$ cat src/hw/mss_pkg.sv
// Package of constants and types for the multiphase soft-start sequencer
package mss_pkg;
    localparam int unsigned PHASES        = 4;      // Most phase channels supported
    localparam int unsigned CNT_W         = 12;     // Width of the soft-start cycle counter
    localparam int unsigned DUTY_W        = 8;      // Width of duty, error and current words
    localparam int unsigned REF_W         = 8;      // Width of the internal reference code
    localparam int unsigned TRI_CYCLES    = 32;     // Switching cycles held three-state
    localparam int unsigned CLAMP_CYCLES  = 150;    // Further cycles clamped low
    localparam int unsigned POWER_OK_FLAG_CYCLE   = 2048;   // First cycle at which power-ok may rise
    localparam int unsigned SW_CYCLE_CLKS = 256;    // System clocks per switching cycle
    localparam logic [CNT_W-1:0]  TRI_END   = 12'h020; // First clamp cycle count, one past the last three-state cycle
    localparam logic [CNT_W-1:0]  CLAMP_END = 12'h0b6; // TRI_END plus clamp length
    localparam logic [CNT_W-1:0]  PG_END    = 12'h800; // Power-ok release cycle count
    localparam logic [DUTY_W-1:0] SAW_MAX   = 8'hff;   // Top of the sawtooth
    localparam logic [REF_W-1:0]  REF_RESET = 8'h00;   // Reference code after reset
    // Sequencer states
    typedef enum logic [2:0] {
        MSS_OFF,
        MSS_TRISTATE,
        MSS_CLAMP,
        MSS_RAMP,
        MSS_RUN
    } mss_state_type;
endpackage : mss_pkg

$ cat src/hw/mss_sequencer.sv
// Soft-start sequencer, channel detection and interleaved phase outputs
`timescale 1ns/10ps
`default_nettype none
// Overview of operation
// Reset holds every phase output three-state
// Reset release starts soft-start; outputs stay three-state until the clamp
// Supply drop returns outputs to three-state
// First 32 cycles: reference inhibited, three-state
// From cycle 33, clamp low ~150 cycles
// Then ramp duty from zero upward
// Reference rises gradually, paced by oscillator
// Power-ok held off until cycle 2048
// Up to four phases; phase 3, or phases 3 and 2, tied high are unused
// Active phases spaced 360 over count
// Higher error gives longer duty, uninverted
// Above-average channel current shortens pulse
// Disable pin low three-states all outputs
// Board ties unused upper outputs high
// Channel count latched once at reset release
// Each output is drive plus enable
module mss_sequencer (
    input  wire logic                                    clk_sys,
    input  wire logic                                    reset,
    input  wire logic                                    freq_select_disable_pin,
    input  wire logic [mss_pkg::PHASES-1:0]              phase_pin_in,
    input  wire logic [mss_pkg::DUTY_W-1:0]              error_level,
    input  wire logic [mss_pkg::PHASES*mss_pkg::DUTY_W-1:0] chan_current,
    input  wire logic                                    core_in_window,
    output logic [mss_pkg::PHASES-1:0]                   phase_out_r,
    output logic [mss_pkg::PHASES-1:0]                   phase_oe_r,
    output logic [mss_pkg::REF_W-1:0]                    ref_code_r,
    output logic                                         power_ok_flag_r,
    output logic [2:0]                                   active_count_r
);
    import mss_pkg::*;

    mss_state_type         state_r, state_nxt;   // Sequencer state
    logic [CNT_W-1:0]      cyc_r;                // Switching cycles since start
    logic [7:0]            tick_r;               // Position within one switching cycle
    logic [DUTY_W-1:0]     duty_lim_r;           // Soft-start duty ceiling
    logic                  dis_s1_r, dis_s2_r;   // Disable pin synchroniser
    logic [PHASES-1:0]     tie_s1_r, tie_s2_r;   // Phase pin readback synchroniser
    logic [PHASES-1:0]     unused_r;             // Latched unused-phase mask
    logic                  latch_pend_r;         // Count still to be captured
    logic [PHASES-1:0]     pwm_w;                // Raw per-phase PWM
    logic [PHASES-1:0]     drive_w, oe_w;        // Next pin drive and enable

    // Two-flop synchronisers for off-chip levels
    always_ff @(posedge clk_sys) begin
        if (reset) begin
            dis_s1_r <= 1'b0;
            dis_s2_r <= 1'b0;
            tie_s1_r <= '0;
            tie_s2_r <= '0;
        end else begin
            dis_s1_r <= freq_select_disable_pin;
            dis_s2_r <= dis_s1_r;
            tie_s1_r <= phase_pin_in;
            tie_s2_r <= tie_s1_r;
        end
    end

    // Pin low disables the converter outright
    wire logic disabled_w = ~dis_s2_r;

    // Wait past the synchroniser so the captured mask is settled
    wire logic capture_w = latch_pend_r && (tick_r == 8'h02);

    // Latch unused mask once after reset release; board ties top ones high
    // The third phase counts as unused only when the fourth is tied as well
    always_ff @(posedge clk_sys) begin
        if (reset) begin
            unused_r     <= '0;
            latch_pend_r <= 1'b1;
        end else if (capture_w) begin
            unused_r     <= {tie_s2_r[3], tie_s2_r[3] & tie_s2_r[2], 2'b00};
            latch_pend_r <= 1'b0;
        end
    end

    // Count of active channels from the mask
    function automatic logic [2:0] count_active(input logic [PHASES-1:0] unused);
        count_active = 3'(PHASES) - 3'(unused[3]) - 3'(unused[2]);
    endfunction : count_active

    wire logic [2:0] n_act_w = count_active(unused_r);

    // Switching cycle tick generator; the sawtooth is this counter
    wire logic cyc_end_w = (tick_r == SAW_MAX);
    always_ff @(posedge clk_sys) begin
        if (reset) begin
            tick_r <= '0;
        end else begin
            tick_r <= tick_r + 8'h01;
        end
    end

    // Sequence advances on cycle boundaries, except leaving MSS_OFF and falling back to it on disable
    always_comb begin
        state_nxt = state_r;
        case (state_r)
            MSS_OFF:      if (!latch_pend_r && !disabled_w) state_nxt = MSS_TRISTATE;
            MSS_TRISTATE: if (cyc_end_w && cyc_r == TRI_END - 12'h001) state_nxt = MSS_CLAMP;
            MSS_CLAMP:    if (cyc_end_w && cyc_r == CLAMP_END - 12'h001) state_nxt = MSS_RAMP;
            MSS_RAMP:     if (cyc_end_w && duty_lim_r == SAW_MAX) state_nxt = MSS_RUN;
            MSS_RUN:      state_nxt = MSS_RUN;
            default:      state_nxt = MSS_OFF;
        endcase
        if (disabled_w) begin
            state_nxt = MSS_OFF;
        end
    end

    // State register; reset also models the supply falling away
    always_ff @(posedge clk_sys) begin
        if (reset) begin
            state_r <= MSS_OFF;
        end else begin
            state_r <= state_nxt;
        end
    end

    // Cycle counter saturates at the power-ok point
    always_ff @(posedge clk_sys) begin
        if (reset || state_r == MSS_OFF) begin
            cyc_r <= '0;
        end else if (cyc_end_w && cyc_r != PG_END) begin
            cyc_r <= cyc_r + 12'h001;
        end
    end

    // Duty ceiling climbs one step per cycle once ramping
    always_ff @(posedge clk_sys) begin
        if (reset || state_r == MSS_OFF || state_r == MSS_TRISTATE || state_r == MSS_CLAMP) begin
            duty_lim_r <= '0;
        end else if (cyc_end_w && duty_lim_r != SAW_MAX) begin
            duty_lim_r <= duty_lim_r + 8'h01;
        end
    end

    // Reference inhibited early, then stepped once per switching cycle
    always_ff @(posedge clk_sys) begin
        if (reset || state_r == MSS_OFF || state_r == MSS_TRISTATE) begin
            ref_code_r <= REF_RESET;
        end else if (cyc_end_w && ref_code_r != SAW_MAX) begin
            ref_code_r <= ref_code_r + 8'h01;
        end
    end

    // Average current of active channels only
    function automatic logic [DUTY_W-1:0] average(input logic [PHASES*DUTY_W-1:0] cur,
                                                 input logic [PHASES-1:0] unused,
                                                 input logic [2:0] n);
        logic [DUTY_W+1:0] sum;
        sum = '0;
        for (int i = 0; i < PHASES; i++) begin
            if (!unused[i]) begin
                sum = sum + (DUTY_W+2)'(cur[i*DUTY_W +: DUTY_W]);
            end
        end
        case (n)
            3'd4:    average = DUTY_W'(sum >> 2);
            // Widened first: three full-scale currents times 85 overflow ten bits
            3'd3:    average = DUTY_W'((18'(sum) * 18'd85) >> 8);
            default: average = DUTY_W'(sum >> 1);
        endcase
    endfunction : average

    wire logic [DUTY_W-1:0] avg_w = average(chan_current, unused_r, n_act_w);

    // Phase offset on the sawtooth: index times 256 over count
    function automatic logic [DUTY_W-1:0] phase_offset(input int idx, input logic [2:0] n);
        case (n)
            3'd4:    phase_offset = DUTY_W'(idx * 64);
            3'd3:    phase_offset = DUTY_W'(idx * 85);
            default: phase_offset = DUTY_W'(idx * 128);
        endcase
    endfunction : phase_offset

    wire logic running_w = (state_r == MSS_RAMP) || (state_r == MSS_RUN);

    // One comparator per phase on its own shifted sawtooth
    genvar g;
    generate
        for (g = 0; g < PHASES; g++) begin : g_phase
            wire logic [DUTY_W-1:0] saw_w = DUTY_W'(tick_r + phase_offset(g, n_act_w));
            mss_phase_pwm u_pwm (
                .clk_sys      (clk_sys),
                .reset        (reset),
                .run          (running_w && !unused_r[g]),
                .saw          (saw_w),
                .duty_limit   (duty_lim_r),
                .error_level  (error_level),
                .chan_current (chan_current[g*DUTY_W +: DUTY_W]),
                .avg_current  (avg_w),
                .pwm_r        (pwm_w[g])
            );
            // Unused phases never driven so the board tie stays readable
            assign oe_w[g]    = !unused_r[g] && (state_r == MSS_CLAMP || running_w);
            assign drive_w[g] = running_w ? pwm_w[g] : 1'b0;
        end
    endgenerate

    // Registered pin drive and enable
    always_ff @(posedge clk_sys) begin
        if (reset) begin
            phase_out_r <= '0;
            phase_oe_r  <= '0;
        end else begin
            phase_out_r <= drive_w;
            phase_oe_r  <= oe_w;
        end
    end

    // Power-ok waits for the cycle count and the window monitor
    always_ff @(posedge clk_sys) begin
        if (reset) begin
            power_ok_flag_r <= 1'b0;
            active_count_r  <= 3'd0;
        end else begin
            power_ok_flag_r <= (state_r == MSS_RUN || state_r == MSS_RAMP) &&
                               (cyc_r == PG_END) && core_in_window;
            // Held at zero until captured, so a shown count never changes
            active_count_r  <= latch_pend_r ? 3'd0 : n_act_w;
        end
    end
endmodule : mss_sequencer
`default_nettype wire

$ cat src/hw/mss_phase_pwm.sv
// One phase channel: sawtooth comparator with current-balance trim
`timescale 1ns/10ps
`default_nettype none
module mss_phase_pwm (
    input  wire logic                        clk_sys,
    input  wire logic                        reset,
    input  wire logic                        run,
    input  wire logic [mss_pkg::DUTY_W-1:0]  saw,
    input  wire logic [mss_pkg::DUTY_W-1:0]  duty_limit,
    input  wire logic [mss_pkg::DUTY_W-1:0]  error_level,
    input  wire logic [mss_pkg::DUTY_W-1:0]  chan_current,
    input  wire logic [mss_pkg::DUTY_W-1:0]  avg_current,
    output logic                             pwm_r
);
    import mss_pkg::*;

    // Excess current above average, zero when at or below it
    wire logic [DUTY_W-1:0] excess_w = (chan_current > avg_current) ?
                                       DUTY_W'(chan_current - avg_current) : '0;
    // Higher error gives more duty, excess current trims it back
    wire logic [DUTY_W-1:0] trimmed_w = (error_level > excess_w) ?
                                        DUTY_W'(error_level - excess_w) : '0;
    // Soft-start ceiling caps the duty while ramping
    wire logic [DUTY_W-1:0] duty_w = (trimmed_w < duty_limit) ? trimmed_w : duty_limit;

    // High while sawtooth is below the duty, no inversion
    always_ff @(posedge clk_sys) begin
        if (reset) begin
            pwm_r <= 1'b0;
        end else begin
            pwm_r <= run && (saw < duty_w);
        end
    end
endmodule : mss_phase_pwm
`default_nettype wire

$ cat config.mk
export PLATFORM = sky130hd
export DESIGN_NAME = mss_sequencer
export DESIGN_NICKNAME = d
export VERILOG_FILES = /design/src/hw/mss_pkg.sv /design/src/hw/mss_sequencer.sv /design/src/hw/mss_phase_pwm.sv
export SDC_FILE = /design/constraint.sdc
export NUM_CORES = 1
export LEC_CHECK = 0
export BUFFER_PORTS_ARGS = -buffer_cell sky130_fd_sc_hd__buf_2
export CAP_MARGIN = 25
export CORE_MARGIN = 4
export CORE_UTILIZATION = 49
export CTS_BUF_LIST = sky130_fd_sc_hd__clkbuf_16
export CTS_CLUSTER_SIZE = 16
export DETAILED_ROUTE_END_ITERATION = 16
export MAX_ROUTING_LAYER = met4
export PLACE_DENSITY = 0.72
export SYNTH_ARGS = -nofsm -noshare
export SYNTH_HDL_FRONTEND = slang
export SYNTH_SLANG_ARGS = --single-unit
$ cat constraint.sdc
create_clock -name clk_sys -period 22.2 [get_ports clk_sys]
set_input_delay 2.22 -clock clk_sys [delete_from_list [all_inputs] [get_ports clk_sys]]
set_output_delay 2.22 -clock clk_sys [all_outputs]
set_load 0.1 [all_outputs]
==> results of run 1 <==
## cell type report
cell class              instances  area share, %
clock buffers                   9           2.09
clock inverters                 7          0.884
inverters                     106           3.70
multi-input cells            1045           75.5
flip-flops and latches         63           11.7
well taps                     265           3.08
repair buffers                 65           3.02
## cell usage in the layout (no fill, tap or decap), types with 4 or more instances in the layout
cell                          n
sky130_fd_sc_hd__mux2_2       6
sky130_fd_sc_hd__a41oi_1      4
sky130_fd_sc_hd__inv_1      104
sky130_fd_sc_hd__a31oi_1     11
sky130_fd_sc_hd__nand2b_1    18
sky130_fd_sc_hd__mux2i_1     30
sky130_fd_sc_hd__a21o_1      34
sky130_fd_sc_hd__o21ai_1      8
sky130_fd_sc_hd__or3_1       13
sky130_fd_sc_hd__or2_2        8
sky130_fd_sc_hd__o21a_1       7
sky130_fd_sc_hd__ha_1       203
sky130_fd_sc_hd__fa_1        20
sky130_fd_sc_hd__o211ai_1     5
sky130_fd_sc_hd__a21boi_0     9
sky130_fd_sc_hd__o2111ai_1    6
sky130_fd_sc_hd__o21ai_0     56
sky130_fd_sc_hd__nand3_1     34
sky130_fd_sc_hd__a21oi_1     83
sky130_fd_sc_hd__a211o_1      7
sky130_fd_sc_hd__nand3b_1    14
sky130_fd_sc_hd__a31o_2       4
sky130_fd_sc_hd__and3_1       9
sky130_fd_sc_hd__nand2_1     61
sky130_fd_sc_hd__clkbuf_16    9
sky130_fd_sc_hd__nand4_1     31
sky130_fd_sc_hd__buf_2       65
sky130_fd_sc_hd__o21bai_1    10
sky130_fd_sc_hd__and2_1       8
sky130_fd_sc_hd__xnor2_1     72
sky130_fd_sc_hd__xor2_1      39
sky130_fd_sc_hd__nor2b_1     37
sky130_fd_sc_hd__dfxtp_1     63
sky130_fd_sc_hd__nor2_1     112
sky130_fd_sc_hd__nor3_1      35
## registers in the layout, summed over array words and instances, names as in the netlist
signal / flops
dis_s1_r: 1
active_count_r: 3
tick_r: 8
unused_r: 2
duty_lim_r: 8
phase_out_r: 4
cyc_r: 12
dis_s2_r: 1
latch_pend_r: 1
tie_s1_r: 2
ref_code_r: 8
phase_oe_r: 3
state_r: 3
power_ok_flag_r: 1
g_phase.u_pwm.pwm_r: 4
tie_s2_r: 2
## metal layers
metal	GRT usage [%]	up-vias	part of all wire, %
li1	-	4538	-
met1	28.6	3960	48
met2	36.8	158	47
met3	1.79	48	3.1
met4	6.95	0	2.5
met5	-	-	0
## per-stage QoR
stage,utilization (%),instance area (sq um)
after global placement,53.1,10400
final,54.7,10800
after detailed placement,53.1,10400
after floorplan,-,9890
after global routing,54.7,10800
after CTS,54.7,10800
## logic make-up after synthesis
logic type | synth area share, %
multiplexers | 3.72
AND/OR/NAND/NOR | 20.3
adder cells (fa/ha/maj) | 29.7
flip-flops | 12.8
AO/OA/AOI/OAI | 18.5
buffers and inverters | 5.14
XOR/XNOR | 9.83
## worst max path at each step
stage | endpoint | startpoint | slack, ns | cells past startpoint
CTS | g_phase[3].u_pwm.pwm_r$_SDFF_PP0_ | chan_current[0] | 6.65 | 60
detailed placement | g_phase[0].u_pwm.pwm_r$_SDFF_PP0_ | chan_current[0] | 6.37 | 63
global placement | g_phase[0].u_pwm.pwm_r$_SDFF_PP0_ | chan_current[0] | 6.64 | 63
floorplan | g_phase[3].u_pwm.pwm_r$_SDFF_PP0_ | chan_current[0] | 8.34 | 62
global route | g_phase[0].u_pwm.pwm_r$_SDFF_PP0_ | chan_current[0] | 5.45 | 63
finish | g_phase[3].u_pwm.pwm_r$_SDFF_PP0_ | chan_current[0] | 6.65 | 60
## worst reg2reg max path, delay by kind of cell (launching register included)
family,cells,cell delay (ns)
AND/OR/NAND/NOR,9,1.35
adder cells (fa/ha/maj),11,3.66
multiplexers,2,0.71
buffers and inverters,4,0.78
AO/OA/AOI/OAI,23,5.41
flip-flops,1,0.71
XOR/XNOR,3,0.32
==> PnR_summary.wiki, run 1 <==
{| class="wikitable"
! Metric !! Value
|-
| Post-CTS Repair Setup Buffers || 0
|-
| Core outline area || 19700 sq um
|-
| Number of enable-type register cells in the synthesized netlist || 0
|-
| Share of layout cells above drive strength 1 || 8.96%
|-
| Worst setup slack before clock tree synthesis || 6.37 ns
|-
| Number of nets with antenna violations after routing || 0
|-
| Capturing point of the worst reg2reg path || g_phase[3].u_pwm.pwm_r$_SDFF_PP0_
|-
| Depth of the worst register-to-register path || 52
|-
| Source of the worst hold timing path || g_phase[2].u_pwm.pwm_r$_SDFF_PP0_
|-
| Clock latency of the later-clocked register in the worst-skew pair || 0.33 ns
|-
| Crit path largest cell delay || 0.77 ns
|-
| Multi-input logic area || 8120 sq um
|-
| Reg-to-Reg Start || unused_r[2]$_SDFFE_PP0P_
|-
| Dominant register cell in the synthesized netlist || sky130_fd_sc_hd__dfxtp_1
|-
| Tightest slew margin relative to the limit || 29.3%
|-
| Crit path DAT || 15.79 ns
|-
| Detailed placer's ending HPWL || 20300 um
|-
| Number of remaining DRC errors || 0
|-
| Die outline area || 22500 sq um
|-
| CTS Root Buffer Type || sky130_fd_sc_hd__clkbuf_16
|-
| Average cell area after synthesis || 7.97 sq um
|-
| Detail-routed via count per cell || 5.58
|-
| Reg2reg setup slack || 9.17 ns
|-
| Number of buffer and inverter instances along the worst setup path || 6
|-
| Post-synth design cell area || 9890 sq um
|-
| Initial drt markers || 374
|-
| Number of fill cells in the layout || 1995
|-
| Cell at the slowest stage of the critical path || sky130_fd_sc_hd__a21oi_1
|-
| CTS tree || yes
|-
| Yosys cell types || 71
|-
| # resized after CTS || 0
|-
| Cell repeated most along the worst path || sky130_fd_sc_hd__ha_1
|-
| Placed Cells incl. Taps || 1544
|-
| Maximum root-to-sink buffer count || 2
|-
| Unrepaired setup endpoints after global routing || false
|-
| Placer's final routability congestion estimate || 0.940
|-
| Worst hold slack || 0.424 ns
|-
| Nets || 1561
|-
| CP top delay family || compound AO/OA/AOI/OAI gates
|-
| Number of global-route vias before repair || 8358
|-
| Tot GR Track Use || 22.1%
|-
| Hold EP || phase_out_r[2]$_SDFF_PP0_
|-
| Final setup margin || 6.65 ns
|-
| Endpoints failing setup || 0
|-
| First-pass GRT wire length || 39600 um
|-
| Top-area cell type share of the netlist area || 25.7%
|-
| Top cells by area in the synthesized netlist || sky130_fd_sc_hd__ha_1, sky130_fd_sc_hd__dfxtp_1, sky130_fd_sc_hd__xnor2_1
|-
| Hold-critical path depth || 1
|-
| Die boundary width || 150 um
|-
| Portion of the clock cycle consumed by the worst path in the final layout || 70.0%
|-
| Clock period minus worst slack || 15.55 ns
|-
| Std-Cell Rows || 51
|-
| Total clock sinks || 63
|-
| Sum of overflow across all layers after global routing || 0
|-
| Antenna violations before repair || 0
|-
| Post-layout instance count excluding filler cells || 1560
|-
| Transition time of the tightest slew-check pin || 1.06 ns
|-
| Antenna diodes || 0
|-
| Class of the most critical hold timing path || flip-flop to flip-flop
|-
| Number of storage elements in the synthesis netlist || 63
|-
| Area leader, netlist || sky130_fd_sc_hd__ha_1
|-
| Largest clock skew in the final design || 0.00756 ns
|-
| Die span in y || 150 um
|-
| Critical path type || input port to flip-flop
|-
| Number of input and output port buffers inserted || 65
|-
| Number of maximum-capacitance constraint violations || 0
|-
| Post-Synthesis Cells || 1241
|-
| Part of the Yosys area used for sequential elements || 12.8%
|-
| Routed len/inst || 15.3 um
|-
| Max FO, Critical Path || 13
|-
| Post-synthesis to final-layout area growth || 8.77%
|-
| Yosys warnings || 0
|-
| Count leader, synth || sky130_fd_sc_hd__ha_1
|-
| Initial cell density of the core || 50.3%
|-
| Clock-pin slew reported for the worst setup and hold paths after clock tree synthesis || 0.05 ns
|-
| Count of hold-fix buffers inserted at cts || 0
|-
| Run status || completed
|-
| Highest clock rate || 64.3 MHz
|-
| Crit end category || flip-flop
|-
| Critical Path RT || 22.44 ns
|-
| Clock buffer count from CTS || 9
|-
| Mapped Nets || 1512
|-
| Kind of start point of the critical path || input port
|-
| DR vias || 8704
|-
| Io pins || 68
|-
| Routed wire length || 23800 um
|-
| Most instantiated cells after synthesis || sky130_fd_sc_hd__ha_1, sky130_fd_sc_hd__nor2_1, sky130_fd_sc_hd__inv_1
|-
| Setup_tns || 0 ns
|-
| Maximum number of pins on one net before global-route repair || 27
|-
| Max Transition Viols Final || 0
|-
| Length of the first detailed-routing pass in iterations || 5
|-
| Final Hold Vio Count || 0
|-
| Area used by sequential logic in the layout || 1260 sq um
|-
| Async set or reset register ratio after synthesis || 0%
|-
| H-tree depth || 3
|}
Power of run 1 is not shown: default switching activity piles up to over one toggle a cycle in this logic, so the estimate is an artifact.
==> inputs of run 2 (changes only) <==
==> constraint.sdc (replaced) <==
create_clock -name clk_sys -period 15.3 [get_ports clk_sys]
set_input_delay 1.53 -clock clk_sys [delete_from_list [all_inputs] [get_ports clk_sys]]
set_output_delay 1.53 -clock clk_sys [all_outputs]
set_load 0.1 [all_outputs]
==> run 2 against run 1 <==
Against the previous run:
- via count about the same
- worst setup slack got worse by 5.6 ns
- sequential share of layout area decreased by 0.053 points
- critical path depth decreased by 1
- routed wire length is 1.1% higher
- die area did not move
- final area up 0.45%
- critical path type unchanged
- largest cell class unchanged
==> PnR_summary.wiki, run 2 (synthesis gave the netlist of run 1 again) <==
{| class="wikitable"
! Metric !! Value
|-
| Total clock sinks || 63
|-
| Cell repeated most along the worst path || sky130_fd_sc_hd__ha_1
|-
| Tot GR Track Use || 22.1%
|-
| Nets || 1564
|-
| Highest clock rate || 70.3 MHz
|-
| Run status || completed
|-
| Setup_tns || 0 ns
|-
| Final setup margin || 1.08 ns
|-
| Unrepaired setup endpoints after global routing || false
|-
| Tightest slew margin relative to the limit || 42.2%
|-
| Crit path largest cell delay || 0.55 ns
|-
| Routed wire length || 24100 um
|-
| Transition time of the tightest slew-check pin || 0.859 ns
|-
| Initial drt markers || 320
|-
| Placed Cells incl. Taps || 1547
|-
| Length of the first detailed-routing pass in iterations || 5
|-
| Launch point of the worst path || chan_current[0]
|-
| Detailed placer's ending HPWL || 20300 um
|-
| H-tree depth || 3
|-
| Count of hold-fix buffers inserted at cts || 0
|-
| Post-synthesis to final-layout area growth || 9.26%
|-
| Largest register by flop count || cyc_r
|-
| Number of maximum-capacitance constraint violations || 0
|-
| Crit end category || flip-flop
|-
| Clock-pin slew reported for the worst setup and hold paths after clock tree synthesis || 0.05 ns
|-
| Initial cell density of the core || 50.3%
|-
| Class of the most critical hold timing path || flip-flop to flip-flop
|-
| Post-layout instance count excluding filler cells || 1563
|-
| Critical Path RT || 15.54 ns
|-
| Critical Path End || g_phase[2].u_pwm.pwm_r$_SDFF_PP0_
|-
| Antenna violations before repair || 0
|-
| Number of global-route vias before repair || 8239
|-
| Placer's final routability congestion estimate || 0.913
|-
| DR vias || 8706
|-
| Critical path type || input port to flip-flop
|-
| Max Transition Viols Final || 0
|-
| Die boundary width || 150 um
|-
| Endpoints failing setup || 0
|-
| Io pins || 68
|-
| CTS tree || yes
|-
| Number of input and output port buffers inserted || 65
|-
| Core outline area || 19700 sq um
|-
| Number of remaining DRC errors || 0
|-
| Max FO, Critical Path || 13
|-
| Portion of the clock cycle consumed by the worst path in the final layout || 92.9%
|-
| Share of the core filled with cells || 55.0%
|-
| Routed len/inst || 15.4 um
|-
| Worst setup slack before clock tree synthesis || 0.363 ns
|-
| Clock latency of the later-clocked register in the worst-skew pair || 0.33 ns
|-
| Maximum root-to-sink buffer count || 2
|-
| Antenna diodes || 0
|-
| Sum of overflow across all layers after global routing || 0
|-
| Capturing point of the worst reg2reg path || g_phase[2].u_pwm.pwm_r$_SDFF_PP0_
|-
| Depth of the worst register-to-register path || 51
|-
| Largest register FFs || 12
|-
| Die span in y || 150 um
|-
| CTS Root Buffer Type || sky130_fd_sc_hd__clkbuf_16
|-
| Maximum number of pins on one net before global-route repair || 27
|-
| Detail-routed via count per cell || 5.57
|-
| Reg-to-Reg Start || unused_r[2]$_SDFFE_PP0P_
|-
| Top library cells by usage in the layout, fill and taps aside || sky130_fd_sc_hd__ha_1, sky130_fd_sc_hd__nor2_1, sky130_fd_sc_hd__inv_1
|-
| Reg2reg setup slack || 3.02 ns
|-
| Kind of start point of the critical path || input port
|-
| Cell at the slowest stage of the critical path || sky130_fd_sc_hd__fa_1
|-
| Std-Cell Rows || 51
|-
| Post-CTS Repair Setup Buffers || 0
|-
| Share of layout cells above drive strength 1 || 9.94%
|-
| First-pass GRT wire length || 39400 um
|-
| Die outline area || 22500 sq um
|-
| Largest clock skew in the final design || 0.00518 ns
|-
| Number of nets with antenna violations after routing || 0
|-
| Clock period minus worst slack || 14.22 ns
|-
| Clock buffer count from CTS || 9
|-
| Crit path DAT || 14.46 ns
|-
| Final Hold Vio Count || 0
|-
| Commonest non-fill, non-tap cell in the layout || sky130_fd_sc_hd__ha_1
|}
[run 2: cell count changes in the layout (fill, tap and decap cells not counted), sizes merged]
| cell | previous run | this run |
|---|---|---|
| buf | 65 | 68 |
| clkinvlp | 3 | 1 |
| inv | 106 | 105 |
| clkinv | 2 | 6 |
| bufinv | 2 | 1 |
[run 2: final cells by class]
type	instances	area, sq um
clock inverters	7	63.8
flip-flops and latches	63	1260
repair buffers	68	348
well taps	265	332
multi-input cells	1045	8180
inverters	106	398
fillers	1914	8850
clock buffers	9	225
[run 2: per-stage QoR]
step / cell area [sq um] / hold slack (ns)
3_5_place_dp: 10500 / 0.411
4_1_cts: 10700 / 0.424
2_1_floorplan: 9890 / 0.406
3_3_place_gp: 10500 / 0.409
5_1_grt: 10800 / 0.440
6_report: 10800 / 0.424
[run 2: worst min path at each step]
stage / cells after the start / end / startpoint / slack, ns
after floorplan: 1 / phase_out_r[0]$_SDFF_PP0_ / g_phase[0].u_pwm.pwm_r$_SDFF_PP0_ / 0.41
after global placement: 1 / phase_out_r[1]$_SDFF_PP0_ / g_phase[1].u_pwm.pwm_r$_SDFF_PP0_ / 0.41
after detailed placement: 1 / phase_out_r[1]$_SDFF_PP0_ / g_phase[1].u_pwm.pwm_r$_SDFF_PP0_ / 0.41
after CTS: 1 / phase_out_r[1]$_SDFF_PP0_ / g_phase[1].u_pwm.pwm_r$_SDFF_PP0_ / 0.42
after global routing: 1 / phase_out_r[0]$_SDFF_PP0_ / g_phase[0].u_pwm.pwm_r$_SDFF_PP0_ / 0.44
final: 1 / phase_out_r[2]$_SDFF_PP0_ / g_phase[2].u_pwm.pwm_r$_SDFF_PP0_ / 0.42
[run 2: worst max-delay path: cells and delay by family]
family | cells | cell delay, ns
AND/OR/NAND/NOR | 8 | 1.54
multiplexers | 1 | 0.23
XOR/XNOR | 5 | 1.07
AO/OA/AOI/OAI | 27 | 5.38
adder cells (fa/ha/maj) | 12 | 4.15
buffers and inverters | 6 | 0.56
[run 2: per-layer routing]
layer	part of all wire [%]	track usage (%)	vias to the layer above
met3	3.5	2.06	50
met5	0	-	-
met2	46	36.5	176
met1	47	28.2	3922
met4	3.1	8.01	0
li1	-	-	4558
[run 2: what timing repair did]
action | CTS | global route
endpoints found under the setup margin | 0 | 4
hold endpoints to repair | 0 | 0
resized for setup | 0 | 15
Power of run 2 is left out for the same reason.
==> inputs of run 3 (changes only) <==
--- a/config.mk
+++ b/config.mk
@@ -8,12 +8,13 @@
 export BUFFER_PORTS_ARGS = -buffer_cell sky130_fd_sc_hd__buf_2
 export CAP_MARGIN = 25
 export CORE_MARGIN = 4
-export CORE_UTILIZATION = 49
-export CTS_BUF_LIST = sky130_fd_sc_hd__clkbuf_16
+export CORE_UTILIZATION = 60
+export CTS_BUF_LIST = sky130_fd_sc_hd__clkbuf_4 sky130_fd_sc_hd__clkbuf_8
 export CTS_CLUSTER_SIZE = 16
 export DETAILED_ROUTE_END_ITERATION = 16
+export GPL_ROUTABILITY_DRIVEN = 0
 export MAX_ROUTING_LAYER = met4
-export PLACE_DENSITY = 0.72
+export PLACE_DENSITY = 0.84
 export SYNTH_ARGS = -nofsm -noshare
 export SYNTH_HDL_FRONTEND = slang
 export SYNTH_SLANG_ARGS = --single-unit
==> run 3 against run 2 <==
Against the previous run:
- fmax fell by 0.46%
- global-route usage is 4.4 points higher
- register-to-register slack worse by 0.09 ns
- hold slack gained 0.0064 ns
- critical path depth rose by 1
- via count rose by 2.5%
- die area is 17% lower
- final cell count shrank 3.3%
==> PnR_summary.wiki, run 3 (synthesis gave the netlist of run 1 again) <==
{| class="wikitable"
! Metric !! Value
|-
| Io pins || 68
|-
| Number of input and output port buffers inserted || 65
|-
| Transition time of the tightest slew-check pin || 0.911 ns
|-
| Top library cells by usage in the layout, fill and taps aside || sky130_fd_sc_hd__ha_1, sky130_fd_sc_hd__nor2_1, sky130_fd_sc_hd__inv_1
|-
| Portion of the clock cycle consumed by the worst path in the final layout || 93.4%
|-
| Post-layout instance count excluding filler cells || 1512
|-
| CP top delay family || compound AO/OA/AOI/OAI gates
|-
| Endpoints failing setup || 0
|-
| Tightest slew margin relative to the limit || 38.6%
|-
| Antenna violations before repair || 0
|-
| Cell repeated most along the worst path || sky130_fd_sc_hd__ha_1
|-
| Depth of the worst register-to-register path || 54
|-
| Multi-input logic area || 8150 sq um
|-
| Area used by sequential logic in the layout || 1260 sq um
|-
| Final Hold Vio Count || 0
|-
| Die boundary width || 136 um
|-
| Capturing point of the worst reg2reg path || g_phase[1].u_pwm.pwm_r$_SDFF_PP0_
|-
| Antenna diodes || 0
|-
| Critical Path End || g_phase[1].u_pwm.pwm_r$_SDFF_PP0_
|-
| Placed Cells incl. Taps || 1496
|-
| Maximum root-to-sink buffer count || 2
|-
| Crit end category || flip-flop
|-
| Total number of cells along the worst setup path || 60
|-
| Total clock sinks || 63
|-
| Nets || 1562
|-
| Cell at the slowest stage of the critical path || sky130_fd_sc_hd__fa_1
|-
| Detail-routed via count per cell || 5.90
|-
| Initial drt markers || 623
|-
| Kind of start point of the critical path || input port
|-
| Number of remaining DRC errors || 0
|-
| Largest register by flop count || cyc_r
|-
| Die span in y || 136 um
|-
| Post-synthesis to final-layout area growth || 7.60%
|-
| DR vias || 8923
|-
| Clock-pin slew reported for the worst setup and hold paths after clock tree synthesis || 0.08 ns
|-
| Clock period minus worst slack || 14.29 ns
|-
| Initial cell density of the core || 61.8%
|-
| Reg2reg setup slack || 2.93 ns
|-
| Number of fill cells in the layout || 1406
|-
| Setup_tns || 0 ns
|-
| Routed len/inst || 15.5 um
|-
| Share of layout cells above drive strength 1 || 9.65%
|-
| Routed wire length || 23500 um
|-
| CTS tree || yes
|-
| Max FO, Critical Path || 8
|-
| Tot GR Track Use || 26.5%
|-
| Number of global-route vias before repair || 8433
|-
| Detailed placer's ending HPWL || 19700 um
|-
| Die outline area || 18600 sq um
|-
| Launch point of the worst path || chan_current[0]
|-
| Number of buffer and inverter instances along the worst setup path || 6
|-
| Clock buffer count from CTS || 9
|-
| Core outline area || 16000 sq um
|-
| Unrepaired setup endpoints after global routing || false
|-
| Critical path type || input port to flip-flop
|-
| Highest clock rate || 70.0 MHz
|-
| Reg-to-Reg Start || unused_r[2]$_SDFFE_PP0P_
|-
| Clock latency of the later-clocked register in the worst-skew pair || 0.35 ns
|-
| Maximum number of pins on one net before global-route repair || 27
|-
| Max Transition Viols Final || 0
|-
| Crit path DAT || 14.56 ns
|-
| CTS Root Buffer Type || sky130_fd_sc_hd__clkbuf_8
|-
| Run status || completed
|-
| Number of maximum-capacitance constraint violations || 0
|-
| Sum of overflow across all layers after global routing || 0
|-
| First-pass GRT wire length || 39400 um
|-
| Class of the most critical hold timing path || flip-flop to flip-flop
|-
| Largest clock skew in the final design || 0.00706 ns
|-
| H-tree depth || 3
|-
| Critical Path RT || 15.58 ns
|-
| Number of nets with antenna violations after routing || 0
|-
| Length of the first detailed-routing pass in iterations || 8
|-
| Commonest non-fill, non-tap cell in the layout || sky130_fd_sc_hd__ha_1
|-
| Crit path largest cell delay || 0.56 ns
|-
| Std-Cell Rows || 46
|-
| Largest register FFs || 12
|}
-- run 3: how the worst min path moves through the flow --
stage                                            from                   endpoint  slack, ns  cells after the start
CTS                 g_phase[2].u_pwm.pwm_r$_SDFF_PP0_  phase_out_r[2]$_SDFF_PP0_       0.43                      1
floorplan           g_phase[0].u_pwm.pwm_r$_SDFF_PP0_  phase_out_r[0]$_SDFF_PP0_       0.41                      1
detailed placement  g_phase[2].u_pwm.pwm_r$_SDFF_PP0_  phase_out_r[2]$_SDFF_PP0_       0.42                      1
finish              g_phase[2].u_pwm.pwm_r$_SDFF_PP0_  phase_out_r[2]$_SDFF_PP0_       0.43                      1
global route        g_phase[0].u_pwm.pwm_r$_SDFF_PP0_  phase_out_r[0]$_SDFF_PP0_       0.45                      1
global placement    g_phase[1].u_pwm.pwm_r$_SDFF_PP0_  phase_out_r[1]$_SDFF_PP0_       0.41                      1
-- run 3: repair_timing --
action                                  in CTS  in global routing
buffers inserted                             0                  0
resized for setup                            0                  9
endpoints found under the hold margin        0                  0
endpoints found under the setup margin       0                  4
hold buffers                                 0                  0
-- run 3: stage by stage --
| step | hold WS (ns) | setup WS, ns | cell area [sq um] | utilization, % |
|---|---|---|---|---|
| 6_report | 0.431 | 1.01 | 10600 | 66.5 |
| 2_1_floorplan | 0.406 | 2.13 | 9890 | - |
| 4_1_cts | 0.434 | 0.660 | 10600 | 66.3 |
| 3_3_place_gp | 0.409 | 0.598 | 10400 | 64.9 |
| 5_1_grt | 0.447 | 0.0226 | 10600 | 66.5 |
| 3_5_place_dp | 0.416 | 0.323 | 10400 | 64.9 |
-- run 3: metal layers --
metal / routed length [um] / up-vias / track usage, %
met2: 11100 / 240 / 44.6
li1: - / 4553 / -
met1: 10600 / 4069 / 33.6
met3: 972 / 61 / 1.89
met5: 0 / - / -
met4: 781 / 0 / 9.57
-- run 3: final cells by class --
cell class,count,share of cell area [%]
Tap cell,216,2.54
Multi-Input combinational cell,1045,76.6
Clock inverter,7,0.964
Timing Repair Buffer,66,3.13
Clock buffer,9,1.16
Inverter,106,3.74
Sequential cell,63,11.9
Power of run 3 is left out for the same reason.
